### src/design/ptc_pkg.sv
package ptc_pkg;

    localparam int unsigned ADDR_W      = 12;
    localparam int unsigned CNT_W       = 16;
    localparam int unsigned N_OUT       = 6;
    localparam int unsigned N_CHAN      = 4;
    localparam int unsigned N_SRC       = 6;

    // Register byte offsets.
    localparam logic [11:0] OFS_TRAP    = 12'h000;
    localparam logic [11:0] OFS_EDGE    = 12'h004;
    localparam logic [11:0] OFS_SRC     = 12'h008;
    localparam logic [11:0] OFS_ACTLVL  = 12'h00C;
    localparam logic [11:0] OFS_CAPT0   = 12'h010;

    // Field positions.
    localparam int unsigned TRAP_POLARITY_BIT = 16;

    // Reset values.
    localparam logic        RST_TRAP_POLARITY = 1'h1;
    localparam logic [5:0]  RST_TRAP_OUTPUT_ENABLE = 6'h3F;
    localparam logic [7:0]  RST_EDGE     = 8'h00;
    localparam logic [7:0]  RST_SRC      = 8'h00;
    localparam logic [5:0]  RST_ACTLVL   = 6'h3F;

    // Synchronised input indices.
    localparam int unsigned IN_TRAP  = 0;
    localparam int unsigned IN_CAP0  = 1;
    localparam int unsigned IN_SYNC  = 4;
    localparam int unsigned IN_TRANS = 5;

    // Capture source codes.
    localparam logic [1:0] SRC_PIN   = 2'h0;
    localparam logic [1:0] SRC_SYNC  = 2'h1;
    localparam logic [1:0] SRC_TRAP  = 2'h2;
    localparam logic [1:0] SRC_TRANS = 2'h3;

    typedef enum {
        PTC_REG_TRAP,
        PTC_REG_EDGE,
        PTC_REG_SRC,
        PTC_REG_ACTLVL,
        PTC_REG_CAPTURE_REGISTER,
        PTC_REG_NONE
    } ptc_reg_e;

endpackage : ptc_pkg

### src/design/ptc_edge_if.sv
`timescale 1ns/1ps
// Synchronised levels and one-cycle edge pulses of the asynchronous inputs.
interface ptc_edge_if;
    logic [5:0] level;
    logic [5:0] rise;
    logic [5:0] fall;
    modport src (output level, output rise, output fall);
    modport dst (input level, input rise, input fall);
endinterface : ptc_edge_if

### src/design/ptc_edge_sync.sv
`timescale 1ns/1ps
// Two-stage synchroniser and edge detector for the asynchronous inputs.
module ptc_edge_sync (
    input  wire logic       i_mclk,
    input  wire logic       i_nrst,
    input  wire logic [5:0] i_async,
    ptc_edge_if.src         o_edges
);

    typedef struct packed {
        logic [5:0] meta;
        logic [5:0] sync;
        logic [5:0] prev;
    } ptc_sync_s;

    ptc_sync_s st_q;
    ptc_sync_s st_d;

    // The first stage feeds only the second; edges compare stage two with its delayed copy.
    always_comb begin
        st_d      = st_q;
        st_d.meta = i_async;
        st_d.sync = st_q.meta;
        st_d.prev = st_q.sync;
    end

    always_ff @(posedge i_mclk or negedge i_nrst) begin
        if (!i_nrst) begin
            st_q <= '0;
        end else begin
            st_q <= st_d;
        end
    end

    // Each qualifying edge yields exactly one pulse.
    assign o_edges.level = st_q.sync;
    assign o_edges.rise  = st_q.sync & ~st_q.prev;
    assign o_edges.fall  = ~st_q.sync & st_q.prev;

endmodule : ptc_edge_sync

### src/design/ptc_top.sv
`timescale 1ns/1ps
// Trap and capture front end of a six-output PWM unit, with an APB register slave.
module ptc_top (
    input  wire logic [11:0] i_paddr,
    input  wire logic        i_psel,
    input  wire logic        i_penable,
    input  wire logic        i_pwrite,
    input  wire logic [31:0] i_pwdata,
    output logic      [31:0] o_prdata,
    output logic             o_pready,
    output logic             o_pslverr,
    input  wire logic        i_mclk,
    input  wire logic        i_nrst,
    input  wire logic        i_emergency_trap_pin,
    input  wire logic [2:0]  i_external_capture_pin,
    input  wire logic        i_sync_in,
    input  wire logic        i_trans_enable_in,
    input  wire logic [15:0] i_pwm_counter_value,
    input  wire logic [5:0]  i_pwm_raw,
    output logic      [5:0]  o_pwm,
    output logic             o_trap_active
);

    typedef struct packed {
        logic             trap_polarity;
        logic [5:0]       trap_output_enable;
        logic [7:0]       edge_sel;
        logic [7:0]       src_sel;
        logic [5:0]       output_active_level;
        logic [3:0][15:0] capture_register;
        logic             trapped;
        logic [5:0]       pwm;
        logic [31:0]      prdata;
        logic             pready;
        logic             pslverr;
    } ptc_state_s;

    // Current state and its next value.
    ptc_state_s st_q;
    ptc_state_s st_d;

    // Synchronised levels and edge pulses of the asynchronous inputs.
    ptc_edge_if edges ();

    // Glue between the decoders and the state update.
    logic [5:0] async_in;
    logic [3:0] trig;
    logic       trap_edge;
    logic       trap_idle;
    logic       wr_en;
    logic       rd_setup;

    // Decode a byte address into a register selector.
    function automatic ptc_pkg::ptc_reg_e reg_decode(input logic [11:0] addr);
        ptc_pkg::ptc_reg_e sel;
        sel = ptc_pkg::PTC_REG_NONE;
        if (addr == ptc_pkg::OFS_TRAP) begin
            sel = ptc_pkg::PTC_REG_TRAP;
        end else if (addr == ptc_pkg::OFS_EDGE) begin
            sel = ptc_pkg::PTC_REG_EDGE;
        end else if (addr == ptc_pkg::OFS_SRC) begin
            sel = ptc_pkg::PTC_REG_SRC;
        end else if (addr == ptc_pkg::OFS_ACTLVL) begin
            sel = ptc_pkg::PTC_REG_ACTLVL;
        end else if (addr[11:4] == ptc_pkg::OFS_CAPT0[11:4] && addr[1:0] == 2'h0) begin
            sel = ptc_pkg::PTC_REG_CAPTURE_REGISTER;
        end
        return sel;
    endfunction : reg_decode

    // Qualify the rise and fall pulses of a selected input with a two-bit edge code.
    function automatic logic edge_hit(input logic [1:0] code,
                                      input logic       rise,
                                      input logic       fall);
        return (code[0] & rise) | (code[1] & fall);
    endfunction : edge_hit

    // Level of one output: a trapped enabled output takes its inactive level.
    function automatic logic out_level(input logic trapped,
                                       input logic enable,
                                       input logic act,
                                       input logic raw);
        logic lvl;
        lvl = raw ~^ act;
        if (trapped && enable) begin
            lvl = ~act;
        end
        return lvl;
    endfunction : out_level

    // Read data of one register; reserved bits stay zero.
    function automatic logic [31:0] read_word(input ptc_state_s  s,
                                              input logic [11:0] addr);
        logic [31:0] w;
        w = 32'h0000_0000;
        case (reg_decode(addr))
            ptc_pkg::PTC_REG_TRAP: begin
                w[ptc_pkg::TRAP_POLARITY_BIT] = s.trap_polarity;
                w[5:0]                   = s.trap_output_enable;
            end
            ptc_pkg::PTC_REG_EDGE:   w[7:0]  = s.edge_sel;
            ptc_pkg::PTC_REG_SRC:    w[7:0]  = s.src_sel;
            ptc_pkg::PTC_REG_ACTLVL: w[5:0]  = s.output_active_level;
            ptc_pkg::PTC_REG_CAPTURE_REGISTER:   w[15:0] = s.capture_register[addr[3:2]];
            default:                 w       = 32'h0000_0000;
        endcase
        return w;
    endfunction : read_word

    // Pins 0 to 2 feed channels; pin 2 also serves channel 3.
    assign async_in = {i_trans_enable_in,      // Index 5.
                       i_sync_in,              // Index 4.
                       i_external_capture_pin, // Indices 3 to 1.
                       i_emergency_trap_pin};  // Index 0.

    ptc_edge_sync u_sync (
        .i_mclk  (i_mclk),
        .i_nrst  (i_nrst),
        .i_async (async_in),
        .o_edges (edges.src)
    );

    // The trap fires on the edge that enters its active level, per polarity.
    assign trap_edge = st_q.trap_polarity ? edges.rise[ptc_pkg::IN_TRAP]
                                          : edges.fall[ptc_pkg::IN_TRAP];
    assign trap_idle = edges.level[ptc_pkg::IN_TRAP] != st_q.trap_polarity;

    // Per-channel trigger: select source, then qualify with the edge select code.
    generate
        for (genvar ch = 0; ch < ptc_pkg::N_CHAN; ch++) begin : g_chan
            localparam int unsigned PIN = (ch == 3) ? 2 : ch;
            logic [1:0] src;
            logic [1:0] edg;
            int unsigned idx;
            always_comb begin
                src = st_q.src_sel[2*ch +: 2];
                edg = st_q.edge_sel[2*ch +: 2];
                case (src)
                    ptc_pkg::SRC_PIN:   idx = ptc_pkg::IN_CAP0 + PIN;
                    ptc_pkg::SRC_SYNC:  idx = ptc_pkg::IN_SYNC;
                    ptc_pkg::SRC_TRAP:  idx = ptc_pkg::IN_TRAP;
                    ptc_pkg::SRC_TRANS: idx = ptc_pkg::IN_TRANS;
                    default:            idx = ptc_pkg::IN_CAP0 + PIN;
                endcase
                trig[ch] = edge_hit(edg, edges.rise[idx], edges.fall[idx]);
            end
        end
    endgenerate

    // Bus phases: writes land in the access phase, reads are prepared in setup.
    assign wr_en    = i_psel & i_penable & i_pwrite;
    assign rd_setup = i_psel & ~i_penable;

    // Next-state logic for registers, trap latch, outputs and bus answer.
    always_comb begin
        st_d = st_q;

        // Register writes; reserved bits are not stored.
        if (wr_en) begin
            case (reg_decode(i_paddr))
                ptc_pkg::PTC_REG_TRAP: begin
                    st_d.trap_polarity      = i_pwdata[ptc_pkg::TRAP_POLARITY_BIT];
                    st_d.trap_output_enable = i_pwdata[5:0];
                end
                ptc_pkg::PTC_REG_EDGE:   st_d.edge_sel = i_pwdata[7:0];
                ptc_pkg::PTC_REG_SRC:    st_d.src_sel = i_pwdata[7:0];
                ptc_pkg::PTC_REG_ACTLVL: st_d.output_active_level = i_pwdata[5:0];
                // Capture registers are read-only, so writes to them are dropped.
                ptc_pkg::PTC_REG_CAPTURE_REGISTER: ;
                default: ;
            endcase
        end

        // Counter snapshot on each channel trigger.
        for (int ch = 0; ch < ptc_pkg::N_CHAN; ch++) begin
            if (trig[ch]) begin
                st_d.capture_register[ch] = i_pwm_counter_value;
            end
        end

        // Trap latches on its edge and releases once the input is idle; the edge wins.
        if (trap_edge) begin
            st_d.trapped = 1'b1;
        end else if (trap_idle) begin
            st_d.trapped = 1'b0;
        end

        // Raw PWM is in active sense; trapped enabled outputs take the inactive level.
        for (int n = 0; n < ptc_pkg::N_OUT; n++) begin
            st_d.pwm[n] = out_level(st_d.trapped, st_q.trap_output_enable[n],
                                    st_q.output_active_level[n], i_pwm_raw[n]);
        end

        // Read data and error are prepared in the setup phase for the access phase.
        st_d.pready = 1'b1;
        if (rd_setup) begin
            st_d.prdata  = read_word(st_q, i_paddr);
            st_d.pslverr = reg_decode(i_paddr) == ptc_pkg::PTC_REG_NONE;
        end
    end

    // Register the whole state; reset loads the power-on settings.
    always_ff @(posedge i_mclk or negedge i_nrst) begin
        if (!i_nrst) begin
            st_q                     <= '0;
            st_q.trap_polarity       <= ptc_pkg::RST_TRAP_POLARITY;
            st_q.trap_output_enable  <= ptc_pkg::RST_TRAP_OUTPUT_ENABLE;
            st_q.edge_sel            <= ptc_pkg::RST_EDGE;
            st_q.src_sel             <= ptc_pkg::RST_SRC;
            st_q.output_active_level <= ptc_pkg::RST_ACTLVL;
        end else begin
            st_q <= st_d;
        end
    end

    // Every output comes straight from a state flop.
    assign o_pwm         = st_q.pwm;
    assign o_trap_active = st_q.trapped;
    assign o_prdata      = st_q.prdata;
    assign o_pready      = st_q.pready;
    assign o_pslverr     = st_q.pslverr;

endmodule : ptc_top
### config.mk
export PLATFORM = sky130hd
export DESIGN_NAME = ptc_top
export DESIGN_NICKNAME = d
export VERILOG_FILES = /design/src/design/ptc_pkg.sv /design/src/design/ptc_edge_if.sv /design/src/design/ptc_edge_sync.sv /design/src/design/ptc_top.sv
export SDC_FILE = /design/constraint.sdc
export NUM_CORES = 1
export LEC_CHECK = 0
export BUFFER_PORTS_ARGS = -buffer_cell sky130_fd_sc_hd__clkbuf_2
export CORE_ASPECT_RATIO = 0.75
export CORE_MARGIN = 4
export CORE_UTILIZATION = 45
export CTS_CLUSTER_SIZE = 16
export DETAILED_ROUTE_END_ITERATION = 12
export PLACE_DENSITY = 0.67
export REMOVE_ABC_BUFFERS = 1
export SETUP_SLACK_MARGIN = 0.02
export SYNTH_ARGS = -nofsm -noshare
export SYNTH_HDL_FRONTEND = slang
export SYNTH_HIERARCHICAL = 1
export SYNTH_SLANG_ARGS = --single-unit
### constraint.sdc
create_clock -name i_mclk -period 6.9 [get_ports i_mclk]
set_input_delay 1.035 -clock i_mclk [delete_from_list [all_inputs] [get_ports i_mclk]]
set_output_delay 1.035 -clock i_mclk [all_outputs]
set_load 0.1 [all_outputs]
# After elaboration in Yosys (flattened, before gate mapping)
# Index checks and enable logic that the tools add are counted.
# W data, S select, Z words.
[classes]
magnitude_cmp = 5
n_eq_ne = 25
mux = 42
n_bitwise = 32
reduce_logical = 19
[op_table]
columns = ["cell", "n"]
rows = [
  ["$pmux W32 S4", 4],
  ["$mux W32", 6],
  ["$eq A32 B2 Y1 const B", 4],
  ["$lt A32 B4 Y1 const B", 4],
  ["$eq A32 B1 Y1 const B", 2],
  ["$logic_not A32 Y1", 2],
  ["$bmux W16 S2", 1],
  ["$eq A32 B3 Y1 const B", 1],
  ["$eq A32 B4 Y1 const B", 1],
  ["$pmux W6 S5", 1],
  ["$bmux W1 S3", 8],
  ["$eq A12 B4 Y1 const B", 2],
  ["$mux W1", 19],
  ["$eq A2 B2 Y1 const B", 8],
  ["$mux W16", 1],
  ["$and A6 B6 Y6", 2],
  ["$eq A12 B3 Y1 const B", 1],
  ["$logic_not A12 Y1", 1],
  ["$not A6 Y6", 2],
  ["$and A1 B1 Y1", 11],
  ["$logic_not A2 Y1", 5],
  ["$eq A2 B1 Y1 const B", 4],
  ["$eq A8 B1 Y1 const B", 1],
  ["$mux W8", 1],
  ["other kinds (8)", 31],
]
[totals]
reg_bits = 137
inputBits = 77
out_inout_bits = 41
word_cells = 140

# Longest topological paths before layout
# Gate-level depths: netlist of the first run.
[logic_depth]
word_depth = 10
depth_mapped = 9
depth_no_buf = 7

# Cells and area by module
# Netlist of the first run, hierarchy kept.
[by_module_without_submodules]
columns = ["module", "instances", "cells_each", "area_per_inst_um2", "seq_area_each_um2"]
rows = [
  ["ptc_top", 1, 446, 5953.2, 2994.1],
  ["ptc_edge_sync", 1, 36, 600.6, 450.4],
]

# Least setup slack after synthesis of the first run
# OpenSTA, ideal clock, no wires.
[synth_path]
path_type = "input-to-reg"
start = "input i_paddr[2]"
end = "register st_q (netlist bit o_prdata[4])"
setup_ns = 0.139
t_arrival_ns = 2.400
required_ns = 6.761
slack_ns = 4.361
stages = 5
path_buffers = 2
cell_sequence = "buf_2 buf_2 mux4_2 a22oi_1 o221ai_1"
[synth_via]
elab_chain_cells = 8
elab_cells_between_ends = 17
[synth_rtl]
columns = ["item", "line", "text"]
rows = [
  ["from (decl)", "ptc_top.sv:4", "input wire logic [11:0] i_paddr,"],
  ["$eq A12 B4 Y1", "ptc_top.sv:63", "end else if (addr == ptc_pkg::OFS_ACTLVL) begin"],
  ["$mux W32", "ptc_top.sv:63", ""],
  ["$mux W32", "ptc_top.sv:61", "end else if (addr == ptc_pkg::OFS_SRC) begin"],
  ["$mux W32", "ptc_top.sv:59", "end else if (addr == ptc_pkg::OFS_EDGE) begin"],
  ["$mux W32", "ptc_top.sv:57", "if (addr == ptc_pkg::OFS_TRAP) begin"],
  ["$mux W32", "ptc_top.sv:196", "if (rd_setup) begin"],
  ["$eq A32 B3 Y1 (tied with other cells)", "ptc_top.sv:96", "case (reg_decode(addr))"],
  ["$pmux W6 S5 (*)", "ptc_top.sv:96", ""],
  ["to (signal assigned)", "ptc_top.sv:212", "st_q <= st_d;"],
  ["to (decl)", "ptc_top.sv:39", "ptc_state_s st_q;"],
]
# Mark *: on every way between the ends. The rest lies on a longest branch, timed or not. The select of a mux whose other input is x is not followed.
# A chain may end at the register's enable or synchronous reset.

# Worst setup path after layout of the first run
[layout_path]
start = "register st_q (netlist bit g_chan[3].src[0])"
end = "register st_q[93] (netlist name)"
[layout_via]
elab_chain_cells = 6
elab_cells_between_ends = 12
[layout_rtl]
columns = ["item", "line", "text"]
rows = [
  ["$eq A2 B2 Y1 (tied with other cells)", "ptc_top.sv:138", "case (src)"],
  ["$pmux W32 S4 (*)", "ptc_top.sv:138", ""],
  ["$bmux W1 S3", "ptc_top.sv:145", "trig[ch] = edge_hit(edg, edges.rise[idx], edges.fall[idx]);"],
  ["$mux W1 (implied by the code)", "ptc_top.sv:145", ""],
  ["$and A1 B1 Y1", "ptc_top.sv:75", "return (code[0] & rise) | (code[1] & fall);"],
  ["$or A1 B1 Y1 (*)", "ptc_top.sv:75", ""],
]
# Marked as above.

==> results of run 1 <==
## cell usage in the layout (no fill, tap or decap), drive strengths merged, types with 3 or more instances in the layout
cell	count
dfrtp	124
inv	13
xnor2	6
a21boi	6
nor2	10
nor3	4
buf	5
clkbuf	99
mux2	95
dfstp	13
o221ai	6
and2b	13
a22oi	9
ha	9
a32o	8
clkinvlp	4
mux2i	12
conb	16
nor2b	3
nand2	34
a21oi	5
o22ai	3
o21ai	18
mux4	20
## worst min-delay path by stage
stage / startpoint / to / slack [ns] / cells after the start
after floorplan: u_sync/st_d[6]$_DFF_PN0_ / u_sync/o_edges.level[0]$_DFF_PN0_ / 0.33 / 0
after global placement: u_sync/st_d[6]$_DFF_PN0_ / u_sync/o_edges.level[0]$_DFF_PN0_ / 0.34 / 0
after detailed placement: u_sync/st_d[11]$_DFF_PN0_ / u_sync/o_edges.level[5]$_DFF_PN0_ / 0.34 / 0
after CTS: u_sync/st_d[11]$_DFF_PN0_ / u_sync/o_edges.level[5]$_DFF_PN0_ / 0.35 / 0
after global routing: u_sync/st_d[11]$_DFF_PN0_ / u_sync/o_edges.level[5]$_DFF_PN0_ / 0.35 / 0
final: u_sync/st_d[11]$_DFF_PN0_ / u_sync/o_edges.level[5]$_DFF_PN0_ / 0.35 / 0
## routing by layer
metal,share of wire [%],up-vias
met1,48,2027
met3,6.6,16
li1,-,1796
met2,44,130
met5,0,-
met4,1.2,0
## power groups by stage
stage,sequential [W],combinational (W),clock (W)
floorplan,0.000864,0.0000828,0
global placement,0.000846,0.000160,0
detailed placement,0.000848,0.000163,0
CTS,0.000834,0.000164,0.000897
global route,0.000836,0.000175,0.000938
finish,0.000834,0.000162,0.000878
## per-stage QoR
stage	utilization, %	hold slack (ns)
after floorplan	-	0.331
after global placement	49.2	0.335
after detailed placement	49.2	0.336
after CTS	53.4	0.349
after global routing	53.4	0.355
final	53.4	0.346
## final cells by class
type | instances | area (sq um) | area share [%]
multi-input cells | 289 | 2700 | 36.3
repair buffers | 83 | 432 | 5.80
clock inverters | 11 | 113 | 1.51
clock buffers | 21 | 470 | 6.32
flip-flops and latches | 137 | 3440 | 46.3
inverters | 9 | 33.8 | 0.454
well taps | 195 | 244 | 3.28
## state kept, by name (all words and copies together), names as in the netlist
| name | flops |
|---|---|
| u_sync/st_d | 6 |
| o_pready | 1 |
| o_trap_active | 1 |
| u_sync/o_edges.level | 6 |
| g_chan.edg | 8 |
| o_prdata | 17 |
| o_pslverr | 1 |
| u_sync/st_q | 6 |
| g_chan.src | 8 |
| st_q | 77 |
| o_pwm | 6 |
==> metrics.txt, run 1 <==
status completed; fill count 1166; Critical Path RT 7.19 ns; pwr dens 252 nW/um^2; Post-Layout Cell Count 745; Critical Path End st_q[93]$_DFFE_PN0P_; row cnt 37; I/O pin count 118; CP Depth 6; register-to-register setup slack 4.01 ns; internal power 0.00140 W; startpoint of the worst register-to-register path g_chan[3].src[0]$_DFFE_PN0P_; synth warn 6; DR WL/cell 19.0 um; critical path's slowest cell o31ai_4; Inserted Diodes 0; GRT overflow 0; CP max stage delay 0.94 ns; kind of critical path register to register; crit-path max FO 16; Syn Area/Cell 13.7 sq um; Max Clk Rate 346 MHz; GP Congestion 0.796; placed cell count 713; CTS tree done; Initial Util 46.8%; Hold WC Path Type register to register; Initial DRT Pass Iterations 4; Final WS setup 4.01 ns; Final Critical Period 2.89 ns; post-CTS setup buffer count 0; CTS Sinks 137; Final Hold Viols 0; Synth-to-Final Area Change 14.2%; worst slack, placed 3.64 ns; Clk Latency, worst-skew pair 0.42 ns; Comb pwr share 8.7%; Setup Viol. Count Final 0; clock power share 46.9%; Slew HR 25.6%; via count 3969; total negative slack 0 ns; # nets final 623; Max Slew Vio Count 0; Setup crit start g_chan[3].src[0]$_DFFE_PN0P_; Clock Root Buffer clkbuf_16; CTS clk-pin slew, worst paths 0.06 ns; switching part of the total power 25.2%; crit end category register; Leak Pwr 3.43 nW; met2 usage 26.4%; Post-DRT Antenna Nets 0; drt first-iter violations 222; layout cells sized above 1 47.3%; DP HPWL 9640 um; initial antenna violation count 0; period utilisation layout 41.9%; CTS Buffer Depth 2; total power 0.00187 W; final non-filler cell area 7440 sq um; sw power 0.000472 W; actual slew at the worst max-slew pin 1.12 ns; worst reg2reg path endpoint st_q[93]$_DFFE_PN0P_; via/cell ratio 5.33; Max H-tree Level 4; CP delay by family, top compound AO/OA/AOI/OAI gates; Placed Area 6860 sq um; Top Usage Layer GRT met2; reg2reg path depth 6; VDD IR max 0.000172 V; largest net degree at the start of global routing 77; die height 112 um; final WL 14200 um; clk_skew 0.0101 ns; Reg power frac 44.5%; Die W 147 um; Cell Area, Synth 6520 sq um; CTS Hold Buffers Added 0; Buf+Inv Stages, Crit Path 1; RSZ-0062 raised after global routing false; met1 global-route usage 25.8%; drt drc 0; met3 Track Usage GR 5.89%; core area 13900 sq um; worst path cell trace inv_1 -> ha_1 -> mux2i_1 -> o22ai_1 -> o31ai_4 -> mux2_2; crit path DAT 3.19 ns; GRT Total Usage 17.9%; post-cts sizing count 0; max cap viols 0; die area 16500 sq um; first-pass GRT wire length 23000 um; IO buf count 79; cts bufs inserted 17; CP startpoint kind register; vias in the first global route 4216; Syn Inst Count 477
(Power assumes the default switching activity.)
==> run 2: changes to the inputs <==
==> constraint.sdc (replaced) <==
create_clock -name i_mclk -period 2.9 [get_ports i_mclk]
set_input_delay 0.435 -clock i_mclk [delete_from_list [all_inputs] [get_ports i_mclk]]
set_output_delay 0.435 -clock i_mclk [all_outputs]
set_load 0.1 [all_outputs]
==> run 2 against run 1 <==
Against the previous run:
- global-route usage grew 0.26 points
- clock skew fell by 0.0028 ns
- largest power group unchanged
- critical path depth grew 2
- sequential cell count is the same
- clock-buffer cell count down 4
- non-clock buffer count rose by 10
==> metrics.txt, run 2 (synthesized netlist as in run 1, its figures left out) <==
status completed; CTS tree done; max FFs per register 77 (unchanged); IO buf count 79 (unchanged); CTS clk-pin slew, worst paths 0.06 ns (about the same); CP startpoint kind register; Setup crit start g_chan[0].src[1]$_DFFE_PN0P_; Critical Path End st_q[50]$_DFFE_PN0P_; kind of critical path register to register; Post-DRT Antenna Nets 0 (unchanged); Inserted Diodes 0 (unchanged); # nets final 633 (+1.6%); commonest non-fill, non-tap cells in the layout dfrtp_1 (124), mux2_2 (94), clkbuf_2 (78); GP Congestion 0.819 (+2.9%); Max Slew Vio Count 0 (unchanged); I/O pin count 118 (unchanged); Die W 147 um (unchanged); crit path DAT 2.84 ns (-0.35 ns); drt drc 0 (unchanged); Slew HR 40.7% (+15 points); register-to-register setup slack 0.36 ns (-3.65 ns); final non-filler cell area 7570 sq um (+1.7%); crit end category register; Final Critical Period 2.54 ns (-0.352 ns); Setup Viol. Count Final 0 (unchanged); VDD IR max 0.000422 V (+150%); initial antenna violation count 0 (unchanged); post-cts sizing count 0 (unchanged); Hold WC Path Type primary input to asynchronous set/reset pin; worst slack, placed 0.163 ns (-3.48 ns); Critical Path RT 3.20 ns (-3.99 ns); die height 112 um (unchanged); Max Clk Rate 394 MHz (+14%); vias in the first global route 4253 (+0.88%); reg2reg path depth 8 (+2); Post-Layout Cell Count 755 (+1.3%); first-pass GRT wire length 23100 um (+0.66%); core area 13900 sq um (unchanged); clk_skew 0.00729 ns (-0.00279 ns); worst reg2reg path endpoint st_q[50]$_DFFE_PN0P_; DR WL/cell 18.9 um (-0.56%); GRT Total Usage 18.2% (+0.26 points); total negative slack 0 ns (unchanged); row cnt 37 (unchanged); Leak Pwr 3.51 nW (+2.3%); Placed Area 6950 sq um (+1.4%); pwr dens 605 nW/um^2 (+140%); via count 4007 (+0.96%); Synth-to-Final Area Change 16.1%; Clock Root Buffer clkbuf_16; RSZ-0062 raised after global routing false; largest net degree at the start of global routing 90 (+17%); Largest Register st_q; Initial Util 46.8% (unchanged); via/cell ratio 5.31 (-0.38%); crit-path max FO 16 (unchanged); startpoint of the worst register-to-register path g_chan[0].src[1]$_DFFE_PN0P_; Clk Latency, worst-skew pair 0.42 ns (about the same); CTS Sinks 137 (unchanged); die area 16500 sq um (unchanged); final WL 14300 um (+0.78%); GRT overflow 0 (unchanged); CTS Buffer Depth 2 (unchanged); layout cells sized above 1 48.4% (+1.1 points); period utilisation layout 87.6% (+46 points); commonest non-fill, non-tap cell in the layout dfrtp_1; max cap viols 0 (unchanged); WHS 0.0569 ns (-0.289 ns); Final Hold Viols 0 (unchanged); Initial DRT Pass Iterations 4 (unchanged); Final WS setup 0.360 ns (-3.65 ns); drt first-iter violations 195 (-12%); Max H-tree Level 4 (unchanged); actual slew at the worst max-slew pin 0.890 ns (-0.226 ns); placed cell count 722 (+1.3%); cts bufs inserted 17 (unchanged); DP HPWL 10000 um (+4.1%)
run 2: changes by cell type in the layout (fill, tap and decap cells not counted):
cell | before | now
inv_6 | 4 | 3
clkinv_2 | 0 | 4
clkbuf_1 | 1 | 0
buf_12 | 0 | 3
buf_4 | 4 | 11
bufinv_16 | 1 | 3
clkinv_4 | 2 | 1
clkbuf_8 | 3 | 0
run 2: where the power goes:
part,switching [W],internal [W]
sequential,0.0000222,0.00196
combinational,0.000274,0.000121
clock,0.000848,0.00135
run 2: worst max-delay path, cell delays in order (launching register included):
cell,delay (ns)
dfrtp_1,0.38
inv_1,0.13
ha_1,0.17
nor2_1,0.05
nor2_1,0.21
mux4_1,0.64
a22oi_4,0.13
buf_4,0.32
mux2_2,0.38
run 2: area by class of cell:
| class | count | area (sq um) |
|---|---|---|
| Clock inverter | 15 | 175 |
| Sequential cell | 137 | 3440 |
| Multi-Input combinational cell | 289 | 2700 |
| Timing Repair Buffer | 93 | 544 |
| Inverter | 9 | 33.8 |
| Tap cell | 195 | 244 |
| Clock buffer | 17 | 425 |
| Fill cell | 1157 | 6370 |
run 2: metrics by stage:
stage / util, % / power [W]
2_1_floorplan: - / 0.00225
3_3_place_gp: 49.9 / 0.00241
3_5_place_dp: 49.9 / 0.00242
4_1_cts: 54.2 / 0.00462
5_1_grt: 54.3 / 0.00475
6_report: 54.3 / 0.00458
run 2: per-layer routing:
layer	vias up	global-route usage [%]	share of wire, %
li1	1818	-	-
met1	2046	26.1	49
met2	127	27.1	44
met3	16	4.56	6.0
met4	0	6.21	1.1
met5	-	0	0
run 2: how the worst min path moves through the flow:
stage	to	slack [ns]
2_1_floorplan	g_chan[0].edg[0]$_DFFE_PN0P_	0.14
3_3_place_gp	u_sync/o_edges.level[4]$_DFF_PN0_	0.34
3_5_place_dp	u_sync/o_edges.level[2]$_DFF_PN0_	0.34
4_1_cts	u_sync/st_d[8]$_DFF_PN0_	0.10
5_1_grt	u_sync/st_d[8]$_DFF_PN0_	0.10
6_report	o_pslverr$_DFFE_PN0P_	0.06
run 2: repair_timing:
item	in CTS	in global routing
buffers inserted	0	1
setup endpoints to repair	0	16
hold buffers	0	0
==> run 3: changes to the inputs <==
==> constraint.sdc (replaced) <==
create_clock -name i_mclk -period 2.9 [get_ports i_mclk]
set_input_delay 0.145 -clock i_mclk [delete_from_list [all_inputs] [get_ports i_mclk]]
set_output_delay 0.145 -clock i_mclk [all_outputs]
set_load 0.1 [all_outputs]
==> run 3 against run 2 <==
Against the previous run:
- critical path depth fell by 2
- die area did not move
- setup slack got worse by 0.18 ns
- utilization rose by 0.46 points
- combinational power rose by 4%
- final area rose by 0.84%
- routed wire length rose by 0.27%
- total power fell by 3.7%
- first-iteration DRC count rose by 36%
==> metrics.txt, run 3 (synthesized netlist as in run 1, its figures left out) <==
status completed; Max H-tree Level 4 (unchanged); via count 4068 (+1.5%); DP HPWL 9870 um (-1.7%); register-to-register setup slack 0.18 ns (-0.18 ns); Setup Viol. Count Final 0 (unchanged); post-cts sizing count 0 (unchanged); GRT Total Usage 18.2% (+0.067 points); CTS Sinks 137 (unchanged); total negative slack 0 ns (unchanged); Final Critical Period 2.72 ns (+0.179 ns); Largest Register st_q; critical path's slowest cell o31ai_4; startpoint of the worst register-to-register path g_chan[3].src[0]$_DFFE_PN0P_; layout cells sized above 1 46.6% (-1.8 points); Final Core Density 54.8% (+0.46 points); final non-filler cell area 7630 sq um (+0.84%); GP Congestion 0.798 (-2.5%); period utilisation layout 93.8% (+6.2 points); IO buf count 79 (unchanged); max cap viols 0 (unchanged); Hold WC Path Type primary input to register; clock power share 45.7% (-2.4 points); commonest non-fill, non-tap cell in the layout dfrtp_1; worst path cell trace inv_1 -> ha_1 -> mux2i_1 -> o22ai_1 -> o31ai_4 -> mux2_2; drt drc 0 (unchanged); crit end category register; vias in the first global route 4294 (+0.96%); pwr dens 578 nW/um^2 (-4.5%); Max Slew Vio Count 0 (unchanged); Synth-to-Final Area Change 17.1%; Post-DRT Antenna Nets 0 (unchanged); Clock Root Buffer clkbuf_16; WHS 0.0114 ns (-0.0456 ns); Slew HR 33.7% (-6.9 points); crit path DAT 3.01 ns (+0.17 ns); CTS clk-pin slew, worst paths 0.06 ns (about the same); CTS Buffer Depth 2 (unchanged); sw power 0.00114 W (-0.73%); hold_sp i_pwm_counter_value[9]; switching part of the total power 25.8% (+0.78 points); reg2reg path depth 6 (-2); die height 112 um (unchanged); via/cell ratio 5.31 (about the same); Critical Path RT 3.19 ns (about the same); row cnt 37 (unchanged); clk_skew 0.00707 ns (-0.000222 ns); Comb pwr share 9.3% (+0.7 points); CP max stage delay 0.85 ns (+0.21 ns); actual slew at the worst max-slew pin 0.994 ns (+0.104 ns); internal power 0.00327 W (-4.7%); Inserted Diodes 0 (unchanged); RSZ-0062 raised after global routing false; hold path endpoint st_q[82]$_DFFE_PN0P_; Worst Hold Depth 2; # nets final 644 (+1.7%); CP startpoint kind register; final WL 14300 um (+0.27%); crit-path max FO 16 (unchanged); Die W 147 um (unchanged); VDD IR max 0.000424 V (+0.41%); first-pass GRT wire length 23500 um (+1.7%); largest net degree at the start of global routing 80 (-11%); I/O pin count 118 (unchanged); Initial DRT Pass Iterations 4 (unchanged); Leak Pwr 3.51 nW (about the same); GRT overflow 0 (unchanged); drt first-iter violations 266 (+36%); Final Hold Viols 0 (unchanged); max FFs per register 77 (unchanged); commonest non-fill, non-tap cells in the layout dfrtp_1 (124), mux2_2 (94), clkbuf_2 (78); Reg power frac 45.0% (+1.7 points); cts bufs inserted 17 (unchanged); kind of critical path register to register; core area 13900 sq um (unchanged); die area 16500 sq um (unchanged); Initial Util 46.8% (unchanged); Placed Area 6930 sq um (-0.32%); fill count 1179 (+1.9%); worst reg2reg path endpoint st_q[90]$_DFFE_PN0P_; post-CTS setup buffer count 0 (unchanged); Clk Latency, worst-skew pair 0.42 ns (about the same); CTS tree done; DR WL/cell 18.7 um (-1.2%); initial antenna violation count 0 (unchanged); Max Clk Rate 368 MHz (-6.6%)
[run 3: changes by cell type in the layout (fill, tap and decap cells not counted), moves of 2 or more]
cell | previous run | this run
clkinv_2 | 4 | 2
dlygate4sd3_1 | 0 | 15
clkinv_4 | 1 | 3
inv_6 | 3 | 1
clkinvlp_4 | 4 | 7
buf_4 | 11 | 8
bufinv_16 | 3 | 1
[run 3: what timing repair did]
| item | CTS | global route |
|---|---|---|
| endpoints found under the setup margin | 0 | 0 |
| endpoints found under the hold margin | 82 | 0 |
| hold buffers | 15 | 0 |
[run 3: power groups by stage]
stage / registers [W] / logic (W) / clock network, W
2_1_floorplan: 0.00206 / 0.000197 / 0
5_1_grt: 0.00199 / 0.000442 / 0.00214
3_3_place_gp: 0.00201 / 0.000391 / 0
4_1_cts: 0.00198 / 0.000414 / 0.00206
6_report: 0.00198 / 0.000410 / 0.00202
3_5_place_dp: 0.00202 / 0.000397 / 0
[run 3: through the flow]
step | setup WS, ns | std cells | power [W]
2_1_floorplan | 0.635 | 435 | 0.00225
3_3_place_gp | 0.271 | 719 | 0.00240
3_5_place_dp | 0.165 | 719 | 0.00241
4_1_cts | 0.124 | 766 | 0.00445
5_1_grt | 0.0400 | 766 | 0.00457
6_report | 0.181 | 766 | 0.00441
[run 3: metal layers]
| layer | GRT usage [%] | wire (um) | part of all wire, % |
|---|---|---|---|
| met5 | 0 | 0 | 0 |
| met1 | 26.5 | 6650 | 46 |
| met4 | 4.97 | 169 | 1.2 |
| met2 | 27.6 | 6330 | 44 |
| met3 | 4.44 | 1160 | 8.1 |
[run 3: worst max-delay path, delay by kind of cell (launching register included)]
kind | cells | cell delay (ns)
buffers and inverters | 1 | 0.08
muxes | 2 | 0.67
adders and majority gates | 1 | 0.46
DFF | 1 | 0.39
AOI/OAI and AO/OA | 2 | 0.99
[run 3: layout make-up]
class	count	area, sq um	area share [%]
multi-input cells	289	2700	35.4
clock buffers	18	429	5.62
clock inverters	14	128	1.67
inverters	9	33.8	0.443
repair buffers	104	652	8.54
well taps	195	244	3.20
flip-flops and latches	137	3440	45.1
[run 3: worst max-delay path by stage]
stage / from / endpoint / slack (ns) / cells after the start
after floorplan: g_chan[0].src[1]$_DFFE_PN0P_ / st_q[41]$_DFFE_PN0P_ / 0.64 / 7
after global placement: g_chan[3].src[0]$_DFFE_PN0P_ / st_q[99]$_DFFE_PN0P_ / 0.27 / 6
after detailed placement: g_chan[3].src[0]$_DFFE_PN0P_ / st_q[90]$_DFFE_PN0P_ / 0.16 / 6
after CTS: g_chan[3].src[0]$_DFFE_PN0P_ / st_q[90]$_DFFE_PN0P_ / 0.12 / 6
after global routing: g_chan[3].src[0]$_DFFE_PN0P_ / st_q[89]$_DFFE_PN0P_ / 0.04 / 6
final: g_chan[3].src[0]$_DFFE_PN0P_ / st_q[90]$_DFFE_PN0P_ / 0.18 / 6
